--- config.mk ---
export PLATFORM = sky130hd
export DESIGN_NAME = csda_exec
export DESIGN_NICKNAME = d
export VERILOG_FILES = /design/src/logic/csda_pkg.sv /design/src/logic/csda_exec.sv
export VERILOG_INCLUDE_DIRS = /design/src /design/src/logic
export SDC_FILE = /design/constraint.sdc
export NUM_CORES = 1
export LEC_CHECK = 0
export BUFFER_PORTS_ARGS = -buffer_cell sky130_fd_sc_hd__buf_4
export CAP_MARGIN = 20
export CORE_MARGIN = 2
export CORE_UTILIZATION = 35
export DETAILED_ROUTE_END_ITERATION = 8
export GPL_ROUTABILITY_DRIVEN = 0
export PLACE_DENSITY_LB_ADDON = 0.3
export REMOVE_ABC_BUFFERS = 1
export SKIP_CTS_REPAIR_TIMING = 1
export SLEW_MARGIN = 20
export SYNTH_ARGS = -nofsm -noshare
export SYNTH_HDL_FRONTEND = slang
export SYNTH_SLANG_ARGS = --single-unit
--- constraint.sdc ---
create_clock -name clk_sys -period 9.1 [get_ports clk_sys]
set_input_delay 2.73 -clock clk_sys [delete_from_list [all_inputs] [get_ports clk_sys]]
set_output_delay 2.73 -clock clk_sys [all_outputs]
set_load 0.02 [all_outputs]
--- src/logic/csda_consts.svh ---
// Opcode constants, decimal adjust figures and the destination bit position for the compare/skip/decimal execution group.
// Assumes the includer compares against opcode bits [15:9] or [15:8].
`ifndef CSDA_CONSTS_SVH
`define CSDA_CONSTS_SVH

// Seven-bit opcode prefixes (bit 8 is the destination bit)
`define CSDA_OP7_CMPL 7'h09
`define CSDA_OP7_DECR 7'h03
`define CSDA_OP7_DSZ 7'h0b
`define CSDA_OP7_DSNZ 7'h13
`define CSDA_OP7_DADJ 7'h17
// Eight-bit opcode prefixes of the compare instructions
`define CSDA_OP8_CPLT 8'h30
`define CSDA_OP8_CPEQ 8'h31
`define CSDA_OP8_CPGT 8'h32
// Decimal adjust figures
`define CSDA_DA_LOW 8'h06
`define CSDA_DA_HIGH 8'h60
`define CSDA_NIBBLE_MAX 4'h9
// Skip costs this many cycles in total
`define CSDA_SKIP_CYCLES 2
// Destination bit position in the opcode
`define CSDA_DEST_BIT 8

`endif

--- src/logic/csda_pkg.sv ---
// Types shared by the compare/skip/decimal execution group.
// Assumes csda_consts.svh is on the include path.
package csda_pkg;
    // Status flags as the core holds them
    typedef struct packed {
        logic overflow_flag;
        logic zero_flag;
        logic digit_carry_flag;
        logic carry_flag;
    } csda_flags_type;

    // Write-back request towards the register file and W
    typedef struct packed {
        logic file_we;
        logic [7:0] file_addr;
        logic [7:0] file_data;
        logic wreg_we;
        logic [7:0] wreg_data;
    } csda_wb_type;

    // Pipeline state: executing or running the substituted NOP
    typedef enum logic {
        CSDA_EXEC = 1'b0,
        CSDA_NOP = 1'b1
    } csda_state_type;
endpackage

--- src/logic/csda_exec.sv ---
// Execution unit for complement, compare-skip, decimal adjust and decrement-skip.
// Assumes the pipeline presents one decoded opcode per cycle with file operand already read.
`timescale 1ns/1ps
`include "csda_consts.svh"

// Overview of operation
// - Complement inverts file, sets only zero flag
// - Compare equal skips on match, flags unchanged
// - Compare greater skips on unsigned f above W
// - Compare less skips on unsigned f below W
// - Skip discards fetched instruction, runs NOP
// - Decimal adjust writes W and f, or f
// - Add 06h when low nibble exceeds nine, digit carry
// - Add 60h if high nibble over nine/carry
// - Decimal adjust changes only carry flag
// - Decrement-skip-zero subtracts one, flags untouched
// - Destination zero to W, one to file
// - Zero decrement result skips next instruction
// - Decrement-skip-nonzero skips when result nonzero
module csda_exec
    import csda_pkg::*;
(
    // Clock and reset
    input wire logic clk_sys,
    input wire logic sys_rst,
    // Instruction in execute stage
    input wire logic instr_valid,
    input wire logic [15:0] instr_word,
    // Operands
    input wire logic [7:0] file_value,
    input wire logic [7:0] wreg_value,
    input wire csda_flags_type flags_in,
    // Results
    output csda_wb_type wb_out,
    output csda_flags_type flags_out,
    output logic flags_we,
    output logic skip_pulse,
    output logic nop_active,
    output logic instr_hit
);

    // Decode fields; a NOP slot suppresses execution
    wire logic [6:0] op7 = instr_word[15:9];
    wire logic [7:0] op8 = instr_word[15:8];
    wire logic dest = instr_word[`CSDA_DEST_BIT];
    wire logic [7:0] faddr = instr_word[7:0];
    csda_state_type state_q;
    csda_state_type state_d;
    wire logic go = instr_valid && (state_q == CSDA_EXEC);
    // Seven-bit prefixes leave bit 8 free for the destination
    wire logic is_cmpl = go && (op7 == `CSDA_OP7_CMPL);
    wire logic is_decr = go && (op7 == `CSDA_OP7_DECR);
    wire logic is_dsz = go && (op7 == `CSDA_OP7_DSZ);
    wire logic is_dsnz = go && (op7 == `CSDA_OP7_DSNZ);
    wire logic is_dadj = go && (op7 == `CSDA_OP7_DADJ);
    // Compares have no destination, so the whole high byte decodes
    wire logic is_cplt = go && (op8 == `CSDA_OP8_CPLT);
    wire logic is_cpeq = go && (op8 == `CSDA_OP8_CPEQ);
    wire logic is_cpgt = go && (op8 == `CSDA_OP8_CPGT);

    // Arithmetic results
    wire logic [7:0] comp_val = ~file_value;
    wire logic [8:0] dec_full = {1'b0, file_value} - 9'h001;
    wire logic [7:0] dec_val = dec_full[7:0];
    wire logic dec_zero = (dec_val == 8'h00);
    // Compare via subtraction only; borrow gives unsigned order, no write-back
    wire logic [8:0] cmp_diff = {1'b0, file_value} - {1'b0, wreg_value};
    wire logic cmp_eq = (cmp_diff[7:0] == 8'h00) && !cmp_diff[8];
    wire logic cmp_lt = cmp_diff[8];
    wire logic cmp_gt = !cmp_lt && !cmp_eq;

    // Decimal adjust in two steps; carry from either step sticks
    wire logic da_low_fix = (wreg_value[3:0] > `CSDA_NIBBLE_MAX) || flags_in.digit_carry_flag;
    wire logic [8:0] da_step1 = {1'b0, wreg_value} + (da_low_fix ? {1'b0, `CSDA_DA_LOW} : 9'h000);
    wire logic da_c1 = da_step1[8] || flags_in.carry_flag;
    wire logic da_high_fix = (da_step1[7:4] > `CSDA_NIBBLE_MAX) || da_c1;
    wire logic [8:0] da_step2 = {1'b0, da_step1[7:0]}
        + (da_high_fix ? {1'b0, `CSDA_DA_HIGH} : 9'h000);
    wire logic da_carry = da_step1[8] || da_step2[8] || flags_in.carry_flag;

    // Skip decision for the skipping instructions
    wire logic skip_now = (is_cpeq && cmp_eq) || (is_cpgt && cmp_gt)
        || (is_cplt && cmp_lt)
        || (is_dsz && dec_zero)
        || (is_dsnz && !dec_zero);

    // Write-back select; destination 0 means W (plus f for decimal adjust)
    wire logic dec_any = is_decr || is_dsz || is_dsnz;
    wire logic [7:0] res = is_cmpl ? comp_val : (is_dadj ? da_step2[7:0] : dec_val);
    wire logic file_we_d = ((is_cmpl || dec_any) && dest) || is_dadj;
    wire logic wreg_we_d = (is_cmpl || dec_any || is_dadj) && !dest;

    // Flag updates: complement touches Z, adjust touches C, decrement-file all four
    csda_flags_type flags_d;
    always_comb begin
        flags_d = flags_in;
        if (is_cmpl) begin
            flags_d.zero_flag = (comp_val == 8'h00);
        end else if (is_dadj) begin
            flags_d.carry_flag = da_carry;
        end else if (is_decr) begin
            flags_d.zero_flag = dec_zero;
            flags_d.carry_flag = !dec_full[8];
            flags_d.digit_carry_flag = (file_value[3:0] != 4'h0);
            flags_d.overflow_flag = (file_value == 8'h80);
        end
    end
    // Skip-type decrements and compares leave flags alone
    wire logic flags_we_d = is_cmpl || is_dadj || is_decr;

    // One NOP cycle follows a taken skip; fetched word is dropped
    always_comb begin
        state_d = CSDA_EXEC;
        if (state_q == CSDA_EXEC && skip_now) begin
            state_d = CSDA_NOP;
        end
    end

    always_ff @(posedge clk_sys) begin
        if (sys_rst) begin
            state_q <= CSDA_EXEC;
        end else begin
            state_q <= state_d;
        end
    end

    // Registered results so data outputs come from flip-flops
    always_ff @(posedge clk_sys) begin
        if (sys_rst) begin
            wb_out <= '0;
            flags_out <= '0;
            flags_we <= 1'b0;
            skip_pulse <= 1'b0;
            instr_hit <= 1'b0;
        end else begin
            wb_out <= '{file_we_d, faddr, res, wreg_we_d, res};
            flags_out <= flags_d;
            flags_we <= flags_we_d;
            skip_pulse <= skip_now;
            instr_hit <= is_cmpl || dec_any || is_dadj || is_cpeq || is_cpgt || is_cplt;
        end
    end

    // Handshake-style status is combinational from state
    assign nop_active = (state_q == CSDA_NOP);

    // Checks look one cycle after the instruction, where the registered outputs show it
    // Skip timing: the skipping word itself hits, the word behind it must not
    a_skip_nop: assert property (@(posedge clk_sys) disable iff (sys_rst)
        skip_now |=> nop_active ##1 (!nop_active && !instr_hit && !flags_we
            && !wb_out.file_we && !wb_out.wreg_we))
        else $error("skip did not give exactly one nop cycle");
    a_nop_quiet: assert property (@(posedge clk_sys) disable iff (sys_rst)
        nop_active |=> !instr_hit && !flags_we && !wb_out.file_we && !wb_out.wreg_we)
        else $error("discarded word produced results");
    a_skip_single: assert property (@(posedge clk_sys) disable iff (sys_rst)
        skip_pulse |-> nop_active)
        else $error("skip without a nop slot");

    // Compare group; the subtraction result must never reach a register
    a_cmp_no_write: assert property (@(posedge clk_sys) disable iff (sys_rst)
        (is_cpeq || is_cpgt || is_cplt) |=> !wb_out.file_we && !wb_out.wreg_we && !flags_we)
        else $error("compare wrote a register or flag");
    a_eq_skip: assert property (@(posedge clk_sys) disable iff (sys_rst)
        is_cpeq |=> skip_pulse == ($past(file_value) == $past(wreg_value)))
        else $error("compare equal skip wrong");
    a_gt_skip: assert property (@(posedge clk_sys) disable iff (sys_rst)
        is_cpgt |=> skip_pulse == ($past(file_value) > $past(wreg_value)))
        else $error("compare greater skip wrong");
    a_lt_skip: assert property (@(posedge clk_sys) disable iff (sys_rst)
        is_cplt |=> skip_pulse == ($past(file_value) < $past(wreg_value)))
        else $error("compare less skip wrong");

    // Complement: only the zero flag may move
    a_cmpl_value: assert property (@(posedge clk_sys) disable iff (sys_rst)
        is_cmpl |=> flags_we && wb_out.file_data == ~$past(file_value)
            && flags_out.zero_flag == ($past(file_value) == 8'hff)
            && flags_out.carry_flag == $past(flags_in.carry_flag)
            && flags_out.digit_carry_flag == $past(flags_in.digit_carry_flag)
            && flags_out.overflow_flag == $past(flags_in.overflow_flag))
        else $error("complement value or flags wrong");
    a_cmpl_dest: assert property (@(posedge clk_sys) disable iff (sys_rst)
        is_cmpl |=> wb_out.file_we == $past(dest) && wb_out.wreg_we == !$past(dest))
        else $error("complement destination wrong");

    // Decrement group; the skip forms keep every flag
    a_dec_value: assert property (@(posedge clk_sys) disable iff (sys_rst)
        (is_dsz || is_dsnz) |=> !flags_we && wb_out.file_data == $past(file_value) - 8'h01)
        else $error("decrement value or flags wrong");
    a_dsz_skip: assert property (@(posedge clk_sys) disable iff (sys_rst)
        is_dsz |=> !flags_we && skip_pulse == ($past(file_value) == 8'h01))
        else $error("decrement skip zero wrong");
    a_dsnz_skip: assert property (@(posedge clk_sys) disable iff (sys_rst)
        is_dsnz |=> skip_pulse == ($past(file_value) != 8'h01))
        else $error("decrement skip nonzero wrong");
    a_dec_dest: assert property (@(posedge clk_sys) disable iff (sys_rst)
        (is_dsz || is_dsnz) |=> wb_out.file_we == $past(dest) && wb_out.wreg_we == !$past(dest))
        else $error("decrement destination wrong");

    // Decimal adjust
    a_dadj_dest: assert property (@(posedge clk_sys) disable iff (sys_rst)
        is_dadj |=> wb_out.file_we && wb_out.wreg_we == !$past(dest))
        else $error("decimal adjust destination wrong");
    a_dadj_flags: assert property (@(posedge clk_sys) disable iff (sys_rst)
        is_dadj |=> flags_we && flags_out.zero_flag == $past(flags_in.zero_flag)
            && flags_out.digit_carry_flag == $past(flags_in.digit_carry_flag)
            && flags_out.overflow_flag == $past(flags_in.overflow_flag))
        else $error("decimal adjust touched another flag");
    a_dadj_low: assert property (@(posedge clk_sys) disable iff (sys_rst)
        (is_dadj && wreg_value == 8'h12 && flags_in.digit_carry_flag && !flags_in.carry_flag)
            |=> wb_out.file_data == 8'h18 && !flags_out.carry_flag)
        else $error("decimal adjust low step wrong");
    a_dadj_carry: assert property (@(posedge clk_sys) disable iff (sys_rst)
        (is_dadj && wreg_value == 8'h9a) |=> wb_out.file_data == 8'h00
            && flags_out.carry_flag)
        else $error("decimal adjust result wrong");

    // Address field travels unchanged to the write-back
    a_file_addr: assert property (@(posedge clk_sys) disable iff (sys_rst)
        (is_cmpl || dec_any || is_dadj) |=> wb_out.file_addr == $past(faddr))
        else $error("write-back address wrong");

    // Scenario covers
    c_eq_skip: cover property (@(posedge clk_sys) is_cpeq && cmp_eq ##1 nop_active);
    c_gt_skip: cover property (@(posedge clk_sys) is_cpgt && cmp_gt ##1 nop_active);
    c_lt_skip: cover property (@(posedge clk_sys) is_cplt && cmp_lt ##1 nop_active);
    c_dsz_skip: cover property (@(posedge clk_sys) is_dsz && dec_zero);
    c_dadj_carry: cover property (@(posedge clk_sys) is_dadj && da_carry);
endmodule

==> results.py, run 1 <==
metrics = {
    "timing": {
        "setup_viol": 0,
        "finalHoldViolCount": 0,
        "worstMarginPinSlew_ps": 661,
        "rsz0062_at_grt": "no",
        "period_share_pct": 59.1,
        "slew_headroom_pct": 55.6,
        "fin_setup_tns_ps": 0,
        "period_minus_slack_ps": 5380,
        "fmax_ghz": 0.186,
        "clock_skew_ps": 1.48,
        "drv_slew": 0,
    },
    "floorplanning": {
        "die_x_um": 77.7,
        "core_area_sq_um": 5170,
        "dieArea_sq_um": 6040,
        "num_rows": 26,
        "die_y_um": 77.7,
        "ios": 73,
        "start_util_pct": 36.8,
    },
    "global_route": {
        "grt_use_total_pct": 16.2,
        "grt_pass1_wl_mm": 7.97,
        "grt-ovfl-total": 0,
        "grt_max_degree": 27,
        "grt_pass1_vias": 1654,
        "antenna_found_initial": 0,
    },
    "synth": {
        "synth_edf_count": 0,
        "postSynthAreaPerCell_sq_um": 8.02,
        "synth_largest_area_cell": "dfxtp_1",
        "synthCells": 237,
        "yosys-top-cells-count": "dfxtp_1, a21oi_1, nor2_1",
        "ys_seq_area_share_pct": 27.4,
        "synth_top_area_share_pct": 27.4,
        "synthTopCellsByArea": "dfxtp_1, ha_1, a21oi_1",
        "ys_warn_count": 0,
        "synthArstFlopShare_pct": 0,
        "ys_types": 52,
        "ys_seq_elements": 26,
        "yosysMostFrequentCell": "dfxtp_1",
        "synth_ff_type": "dfxtp_1",
        "synth_area_sq_um": 1900,
    },
    "critical_path": {
        "path_cells": "buf_4 -> o21ai_0 -> nand2b_1 -> ha_1 -> fa_1 -> and3_1 -> nand3_1 -> xnor2_1 -> o21ai_0 -> ha_1 -> fa_1 -> xnor2_1 -> a32oi_1 -> a21oi_1",
        "path_max_fanout": 4,
        "crit_arrival_ps": 5520,
        "required_ps": 9250,
        "slowest_stage": "fa_1",
        "start_kind": "input port",
        "criticalPathCategory": "in -> reg",
        "crit_path_end_kind": "register",
        "slowest_delay_ps": 410,
    },
    "layout": {
        "register_area_sq_um": 520,
        "final_cell_area_sq_um": 2470,
        "num_antenna_cells": 0,
        "syn_to_final_growth_pct": 29.7,
        "fillCellCount": 546,
        "final_core_util_pct": 47.7,
        "multiInputGateArea_sq_um": 1210,
        "drive_gt1_share_pct": 29.2,
        "num-nets-final": 354,
    },
    "route": {
        "avgRoutedWirePerCell_um": 13.2,
        "drt_iter0_markers": 130,
        "drtAntennaViolNets": 0,
        "routed_wl_mm": 4.82,
        "drc": 0,
        "vias": 1835,
        "via_per_inst": 5.03,
        "first_pass_iters": 4,
    },
    "placement": {
        "hpwl_mm": 3.85,
        "place_area_sq_um": 2430,
        "buffer_ports.inserted": 72,
    },
    "hold_path": {
        "hold_class": "reg -> reg",
    },
    "clocking": {
        "tritoncts.num_buffers": 3,
        "clock_latency_ps": 260,
        "cts_root_buffer": "clkbuf_8",
        "cts.sinks": 26,
        "clkTransAtPathRegs_ps": 80,
        "cts_tree": "built",
        "cts_buffer_depth": 2,
        "h-tree-depth": 1,
    },
    "status": {
        "status": "completed",
    },
    "job": {
        "maxCapViolCount": 0,
    },
    "pwr": {
        "pwr_density_cell_nw_per_um2": 110,
        "leakage_nw": 1.11,
        "irDropWorstVdd_v": 0.0000409,
    },
}
==> per-layer routing <==
| layer | routed length [um] | track usage (%) | vias to the layer above |
|---|---|---|---|
| li1 | - | - | 953 |
| met1 | 2420 | 23.9 | 826 |
| met2 | 2090 | 24.6 | 52 |
| met3 | 260 | 2.09 | 4 |
| met4 | 48 | 4.46 | 0 |
| met5 | 0 | 0 | - |
==> where the power goes <==
part	switching (mW)	total, mW	internal, mW
clock	0.0317	0.0612	0.0296
combinational	0.0472	0.0881	0.0409
sequential	0.00197	0.121	0.119
total	0.0808	0.270	0.189
==> cell type report <==
cell class | count | share of cell area [%]
Multi-Input combinational cell | 176 | 48.9
Timing Repair Buffer | 73 | 22.2
Sequential cell | 26 | 21.1
Tap cell | 70 | 3.55
Inverter | 17 | 2.59
Clock buffer | 3 | 1.67
==> state kept, by name (all words and copies together), names as in the netlist <==
| name | count |
|---|---|
| skip_pulse | 1 |
| flags_we | 1 |
| nop_active | 1 |
| flags_out | 4 |
| wb_out | 18 |
| instr_hit | 1 |
==> path summary, 6_finish.rpt <==
path | startpoint | end | slack (ps) | cells after the start
worst max register to register | nop_active$_SDFF_PP0_ | wb_out[4]$_SDFF_PP0_ | 6960 | 6
worst min-delay path | nop_active$_SDFF_PP0_ | wb_out[8]$_SDFF_PP0_ | 740 | 4
worst max-delay path | wreg_value[2] | wb_out[7]$_SDFF_PP0_ | 3720 | 14
worst min register to register | nop_active$_SDFF_PP0_ | wb_out[8]$_SDFF_PP0_ | 740 | 4
==> placed cells by master (no fill, tap or decap), drive strengths merged, types with 2 or more instances in the layout <==
cell type / synthesis / final
xnor2: 6 / 6
nor3: 8 / 8
a211oi: 3 / 3
ha: 16 / 16
nand4: 2 / 2
buf: 14 / 73
a21o: 2 / 2
nor4: 5 / 5
nand2b: 5 / 5
or3: 6 / 6
inv: 17 / 17
or4: 3 / 3
nand3: 8 / 8
nand2: 15 / 15
dfxtp: 26 / 26
nor2: 18 / 18
o21ai: 10 / 10
nor2b: 10 / 10
nor3b: 2 / 2
or3b: 2 / 2
o31ai: 2 / 2
clkbuf: 4 / 3
a31oi: 4 / 4
a22oi: 2 / 2
fa: 2 / 2
and3: 3 / 3
xor2: 2 / 2
nand3b: 2 / 2
a21oi: 22 / 22
o31a: 2 / 2
==> critical path: cells and delay by family <==
kind / cells / cell delay [ps]
compound gates: 4 / 640
xor+xnor: 2 / 310
simple gates: 3 / 410
fa+ha+maj: 4 / 1300
buf+inv: 1 / 130
==> per-stage QoR <==
step	hold slack, ps	std cells	power [mW]	setup WS (ps)
6_report	744	365	0.270	3720
5_1_grt	797	365	0.288	3470
4_1_cts	751	365	0.273	3700
3_5_place_dp	737	362	0.212	3410
3_3_place_gp	741	362	0.210	3560
2_1_floorplan	818	219	0.171	3790
==> kinds of logic (layout without fill, tap and decap cells) <==
| kind of cell | count (synthesis) | after routing | synth area share, % |
|---|---|---|---|
| compound gates | 55 | 55 | 17.8 |
| fa+ha+maj | 18 | 18 | 12.6 |
| simple gates | 93 | 93 | 28.0 |
| buf+inv | 35 | 93 | 9.21 |
| mux | 2 | 2 | 1.32 |
| xor+xnor | 8 | 8 | 3.68 |
| flops | 26 | 26 | 27.4 |
Note: power is estimated with default switching activity, not from simulation.
==> inputs of run 2 (changes only) <==
==> constraint.sdc (replaced) <==
create_clock -name clk_sys -period 4.8 [get_ports clk_sys]
set_input_delay 1.44 -clock clk_sys [delete_from_list [all_inputs] [get_ports clk_sys]]
set_output_delay 1.44 -clock clk_sys [all_outputs]
set_load 0.02 [all_outputs]
==> run 2 against run 1 <==
Net effect:
- via count rose by 0.27%
- cell area did not move
- core utilization did not move
- worst hold slack got worse by 1.0 ps
- sequential share of layout area did not move
- highest routed layer unchanged
==> results.py, run 2 (synthesis gave the netlist of run 1 again) <==
metrics = {
    "critical_path": {
        "start_kind": "input port",
        "r2r-start": "nop_active$_SDFF_PP0_",
        "criticalPathCategory": "in -> reg",
        "rr_worst_depth": 6,
        "required_ps": 4950,
        "crit_path_end_kind": "register",
        "r2r_end": "wb_out[4]$_SDFF_PP0_",
        "crit_arrival_ps": 4220,
        "path_max_fanout": 4,
        "r2r_slack_ps": 2640,
    },
    "placement": {
        "place_area_sq_um": 2430,
        "hpwl_mm": 3.88,
        "buffer_ports.inserted": 72,
    },
    "layout": {
        "num-nets-final": 354,
        "layout_common_cells": "buf_4, dfxtp_1, a21oi_1",
        "final_common_cell": "buf_4",
        "regMostFlops": "wb_out",
        "register_area_sq_um": 520,
        "final_cell_area_sq_um": 2470,
        "num_antenna_cells": 0,
        "syn_to_final_growth_pct": 29.7,
        "largest_reg_flops": 18,
        "reg.largest.list": "wb_out x18, flags_out x4",
        "drive_gt1_share_pct": 29.2,
        "fillCellCount": 542,
        "multiInputGateArea_sq_um": 1210,
    },
    "clocking": {
        "clkTransAtPathRegs_ps": 80,
        "cts_root_buffer": "clkbuf_8",
        "clock_latency_ps": 260,
        "tritoncts.num_buffers": 3,
        "cts_tree": "built",
        "h-tree-depth": 1,
        "cts.sinks": 26,
        "cts_buffer_depth": 2,
    },
    "route": {
        "vias": 1840,
        "drc": 0,
        "drt_iter0_markers": 150,
        "routed_wl_mm": 4.87,
        "drtAntennaViolNets": 0,
        "first_pass_iters": 4,
        "via_per_inst": 5.04,
        "avgRoutedWirePerCell_um": 13.4,
    },
    "status": {
        "status": "completed",
    },
    "timing": {
        "finalHoldViolCount": 0,
        "period_share_pct": 84.9,
        "setup_viol": 0,
        "worstMarginPinSlew_ps": 661,
        "slew_headroom_pct": 55.6,
        "period_minus_slack_ps": 4080,
        "fin_setup_tns_ps": 0,
        "rsz0062_at_grt": "no",
        "clock_skew_ps": 1.54,
        "drv_slew": 0,
        "fmax_ghz": 0.245,
    },
    "floorplanning": {
        "dieArea_sq_um": 6040,
        "core_area_sq_um": 5170,
        "die_x_um": 77.7,
        "ios": 73,
        "num_rows": 26,
        "die_y_um": 77.7,
        "start_util_pct": 36.8,
    },
    "hold_path": {
        "min_from": "nop_active$_SDFF_PP0_",
        "hold_class": "reg -> reg",
        "worstHoldEndpoint": "wb_out[8]$_SDFF_PP0_",
        "worstHoldPathCells": 4,
    },
    "pwr": {
        "leakage_nw": 1.11,
        "pwr_density_cell_nw_per_um2": 208,
        "irDropWorstVdd_v": 0.0000788,
    },
    "global_route": {
        "grt_max_degree": 27,
        "grt-ovfl-total": 0,
        "antenna_found_initial": 0,
        "grt_pass1_wl_mm": 8.04,
        "grt_use_total_pct": 16.4,
        "grt_pass1_vias": 1664,
    },
    "job": {
        "maxCapViolCount": 0,
    },
}
-- run 2: area by class of cell --
class	instances	share of cell area, %
flip-flops and latches	26	21.1
multi-input cells	176	48.9
inverters	17	2.59
clock buffers	3	1.67
repair buffers	73	22.2
well taps	70	3.55
-- run 2: worst max path at each step --
stage	from	cells after the start	slack, ps	to
global route	wreg_value[2]	13	470	wb_out[6]$_SDFF_PP0_
global placement	wreg_value[2]	14	550	wb_out[7]$_SDFF_PP0_
finish	wreg_value[2]	14	720	wb_out[7]$_SDFF_PP0_
CTS	wreg_value[2]	14	700	wb_out[7]$_SDFF_PP0_
detailed placement	wreg_value[2]	14	410	wb_out[7]$_SDFF_PP0_
floorplan	wreg_value[2]	13	780	wb_out[7]$_SDFF_PP0_
-- run 2: per-layer routing --
layer | GRT usage, % | routed length, um
met2 | 24.9 | 2140
met3 | 1.86 | 383
met4 | 4.29 | 45
met5 | 0 | 0
met1 | 24.4 | 2310
-- run 2: power by group --
group	internal, mW	switching [mW]
Clock	0.0561	0.0597
Combinational	0.0777	0.0898
Sequential	0.226	0.00374
Total	0.359	0.153
-- run 2: through the flow --
stage          setup WS, ps  hold WS, ps  util [%]  total power, mW  instances
2_1_floorplan           782          818         -            0.324        219
3_3_place_gp            551          741      46.9            0.399        362
3_5_place_dp            409          738      46.9            0.401        362
4_1_cts                 703          751      47.7            0.518        365
5_1_grt                 470          796      47.7            0.546        365
6_report                723          743      47.7            0.512        365
-- run 2: worst max-delay path: stages --
cell and delay, ps:
buf_4 130, o21ai_0 150, nand2b_1 130, ha_1 230, fa_1 400, and3_1 180
nand3_1 100, xnor2_1 170, o21ai_0 250, ha_1 270, fa_1 390, xnor2_1 140
a32oi_1 150, a21oi_1 80
==> inputs of run 3 (changes only) <==
==> constraint.sdc (replaced) <==
create_clock -name clk_sys -period 3.8 [get_ports clk_sys]
set_input_delay 1.14 -clock clk_sys [delete_from_list [all_inputs] [get_ports clk_sys]]
set_output_delay 1.14 -clock clk_sys [all_outputs]
set_load 0.02 [all_outputs]
==> run 3 against run 2 <==
Net effect:
- non-clock buffer count up 6
- cell area up 2.4%
- clock-buffer cell count increased by 1
- power is 33% higher
- global-route usage decreased by 0.18 points
- worst setup slack got worse by 470 ps
- sequential power grew 26%
- first-iteration DRC count increased by 25%
- routed wire length rose by 0.10%
- via count is 2.9% higher
- sequential cell count stayed put
- critical path type unchanged
- highest routed layer unchanged
==> results.py, run 3 (synthesis gave the netlist of run 1 again) <==
metrics = {
    "status": {
        "status": "completed",
    },
    "placement": {
        "buffer_ports.inserted": 72,
        "place_area_sq_um": 2470,
        "dp.cells": 368,
        "hpwl_mm": 3.92,
    },
    "floorplanning": {
        "ios": 73,
        "start_util_pct": 36.8,
        "core_area_sq_um": 5170,
        "die_y_um": 77.7,
        "num_rows": 26,
        "dieArea_sq_um": 6040,
        "die_x_um": 77.7,
    },
    "global_route": {
        "grt_pass1_vias": 1683,
        "grt_max_degree": 27,
        "use_met1_pct": 23.1,
        "antenna_found_initial": 0,
        "grt_use_total_pct": 16.2,
        "met2_usage_pct": 25.2,
        "grt-ovfl-total": 0,
        "grt_pass1_wl_mm": 8.05,
        "busiest_layer": "met2",
        "grt_use_met3_pct": 2.09,
    },
    "layout": {
        "final_cell_area_sq_um": 2530,
        "regMostFlops": "wb_out",
        "final_common_cell": "buf_4",
        "syn_to_final_growth_pct": 32.8,
        "largest_reg_flops": 18,
        "drive_gt1_share_pct": 30.8,
        "num-nets-final": 360,
        "layout_common_cells": "buf_4, dfxtp_1, a21oi_1",
        "reg.largest.list": "wb_out x18, flags_out x4",
        "instances_no_fill": 372,
        "num_antenna_cells": 0,
    },
    "timing": {
        "rsz0062_at_grt": "no",
        "period_share_pct": 93.2,
        "fin_setup_tns_ps": 0,
        "worstMarginPinSlew_ps": 493,
        "drv_slew": 0,
        "finalHoldViolCount": 0,
        "period_minus_slack_ps": 3540,
        "clock_skew_ps": 1.60,
        "setup_viol": 0,
        "fmax_ghz": 0.282,
        "slew_headroom_pct": 66.9,
    },
    "route": {
        "first_pass_iters": 4,
        "drt_iter0_markers": 188,
        "drc": 0,
        "via_per_inst": 5.09,
        "avgRoutedWirePerCell_um": 13.1,
        "drtAntennaViolNets": 0,
        "routed_wl_mm": 4.88,
        "vias": 1893,
    },
    "critical_path": {
        "crit_path_end_kind": "register",
        "cpMostUsedCell": "a21oi_1",
        "start_kind": "input port",
        "required_ps": 3950,
        "slowest_stage": "fa_1",
        "criticalPathCategory": "in -> reg",
        "path_max_fanout": 2,
        "r2r_end": "flags_out[2]$_SDFF_PP0_",
        "r2r-start": "nop_active$_SDFF_PP0_",
        "path_cells": "buf_4 -> o21ai_0 -> nand2b_1 -> buf_4 -> ha_1 -> a21oi_1 -> nor4_1 -> xnor2_1 -> nor2_1 -> o21ai_0 -> ha_1 -> fa_1 -> a21oi_1 -> a21oi_1",
        "r2r_slack_ps": 1720,
        "slowest_delay_ps": 420,
        "rr_worst_depth": 6,
        "crit_arrival_ps": 3700,
    },
    "clocking": {
        "cts_tree": "built",
        "h-tree-depth": 1,
        "cts_buffer_depth": 2,
        "cts_root_buffer": "clkbuf_8",
        "clkTransAtPathRegs_ps": 90,
        "cts.sinks": 26,
        "tritoncts.num_buffers": 3,
        "clock_latency_ps": 270,
    },
    "pwr": {
        "leakage_nw": 1.14,
        "switchingPower_mw": 0.203,
        "pwr_density_cell_nw_per_um2": 271,
        "comb_power_share_pct": 31.7,
        "seq_power_share_pct": 42.3,
        "intPower_mw": 0.480,
        "irDropWorstVdd_v": 0.000117,
        "sw_frac_of_total_pct": 29.8,
        "p_clk_share_pct": 26.0,
    },
    "hold_path": {
        "worstHoldEndpoint": "wb_out[8]$_SDFF_PP0_",
        "hold_class": "reg -> reg",
        "worstHoldPathCells": 4,
        "min_from": "nop_active$_SDFF_PP0_",
    },
    "job": {
        "maxCapViolCount": 0,
    },
}
==> run 3: cell count changes in the layout (fill, tap and decap cells not counted) <==
cell      previous run  this run
buf_4               73        79
clkbuf_8             3         4
==> run 3: power groups by stage <==
stage          Sequential, mW  Combinational, mW  Clock (mW)
2_1_floorplan           0.319             0.0900           0
3_5_place_dp            0.296              0.216           0
6_report                0.289              0.217       0.178
4_1_cts                 0.290              0.217       0.182
3_3_place_gp            0.296              0.214           0
5_1_grt                 0.291              0.238       0.192
==> run 3: routing by layer <==
metal | wire [um] | share of wire (%)
met1 | 2240 | 46
met2 | 2170 | 44
met3 | 404 | 8.3
met4 | 70 | 1.4
met5 | 0 | 0
==> run 3: worst max path at each step <==
| stage | start | end | slack, ps |
|---|---|---|---|
| 2_1_floorplan | wreg_value[2] | wb_out[7]$_SDFF_PP0_ | 80 |
| 3_3_place_gp | wreg_value[2] | wb_out[7]$_SDFF_PP0_ | 80 |
| 3_5_place_dp | wreg_value[2] | wb_out[6]$_SDFF_PP0_ | -60 |
| 4_1_cts | wreg_value[2] | wb_out[6]$_SDFF_PP0_ | 230 |
| 5_1_grt | wreg_value[2] | wb_out[6]$_SDFF_PP0_ | 90 |
| 6_report | wreg_value[2] | wb_out[6]$_SDFF_PP0_ | 260 |
==> run 3: layout make-up <==
class	count	area [sq um]
Multi-Input combinational cell	176	1210
Tap cell	70	87.6
Inverter	17	63.8
Fill cell	518	2650
Clock buffer	4	55.1
Sequential cell	26	520
Timing Repair Buffer	79	593
==> run 3: stage by stage <==
step	util (%)	setup WS (ps)	hold WS, ps	total power [mW]
4_1_cts	48.8	230	742	0.688
6_report	48.8	257	737	0.684
3_3_place_gp	47.8	78.2	738	0.510
5_1_grt	48.8	86.7	794	0.721
2_1_floorplan	-	82.0	818	0.409
3_5_place_dp	47.8	-62.4	725	0.512
==> run 3: critical path, delay by kind of cell <==
family / cells / cell delay (ps)
AOI/OAI and AO/OA: 5 / 660
xor gates and xnor gates: 1 / 190
adders and majority gates: 3 / 930
buffers and inverters: 2 / 260
and+or+nand+nor: 3 / 500
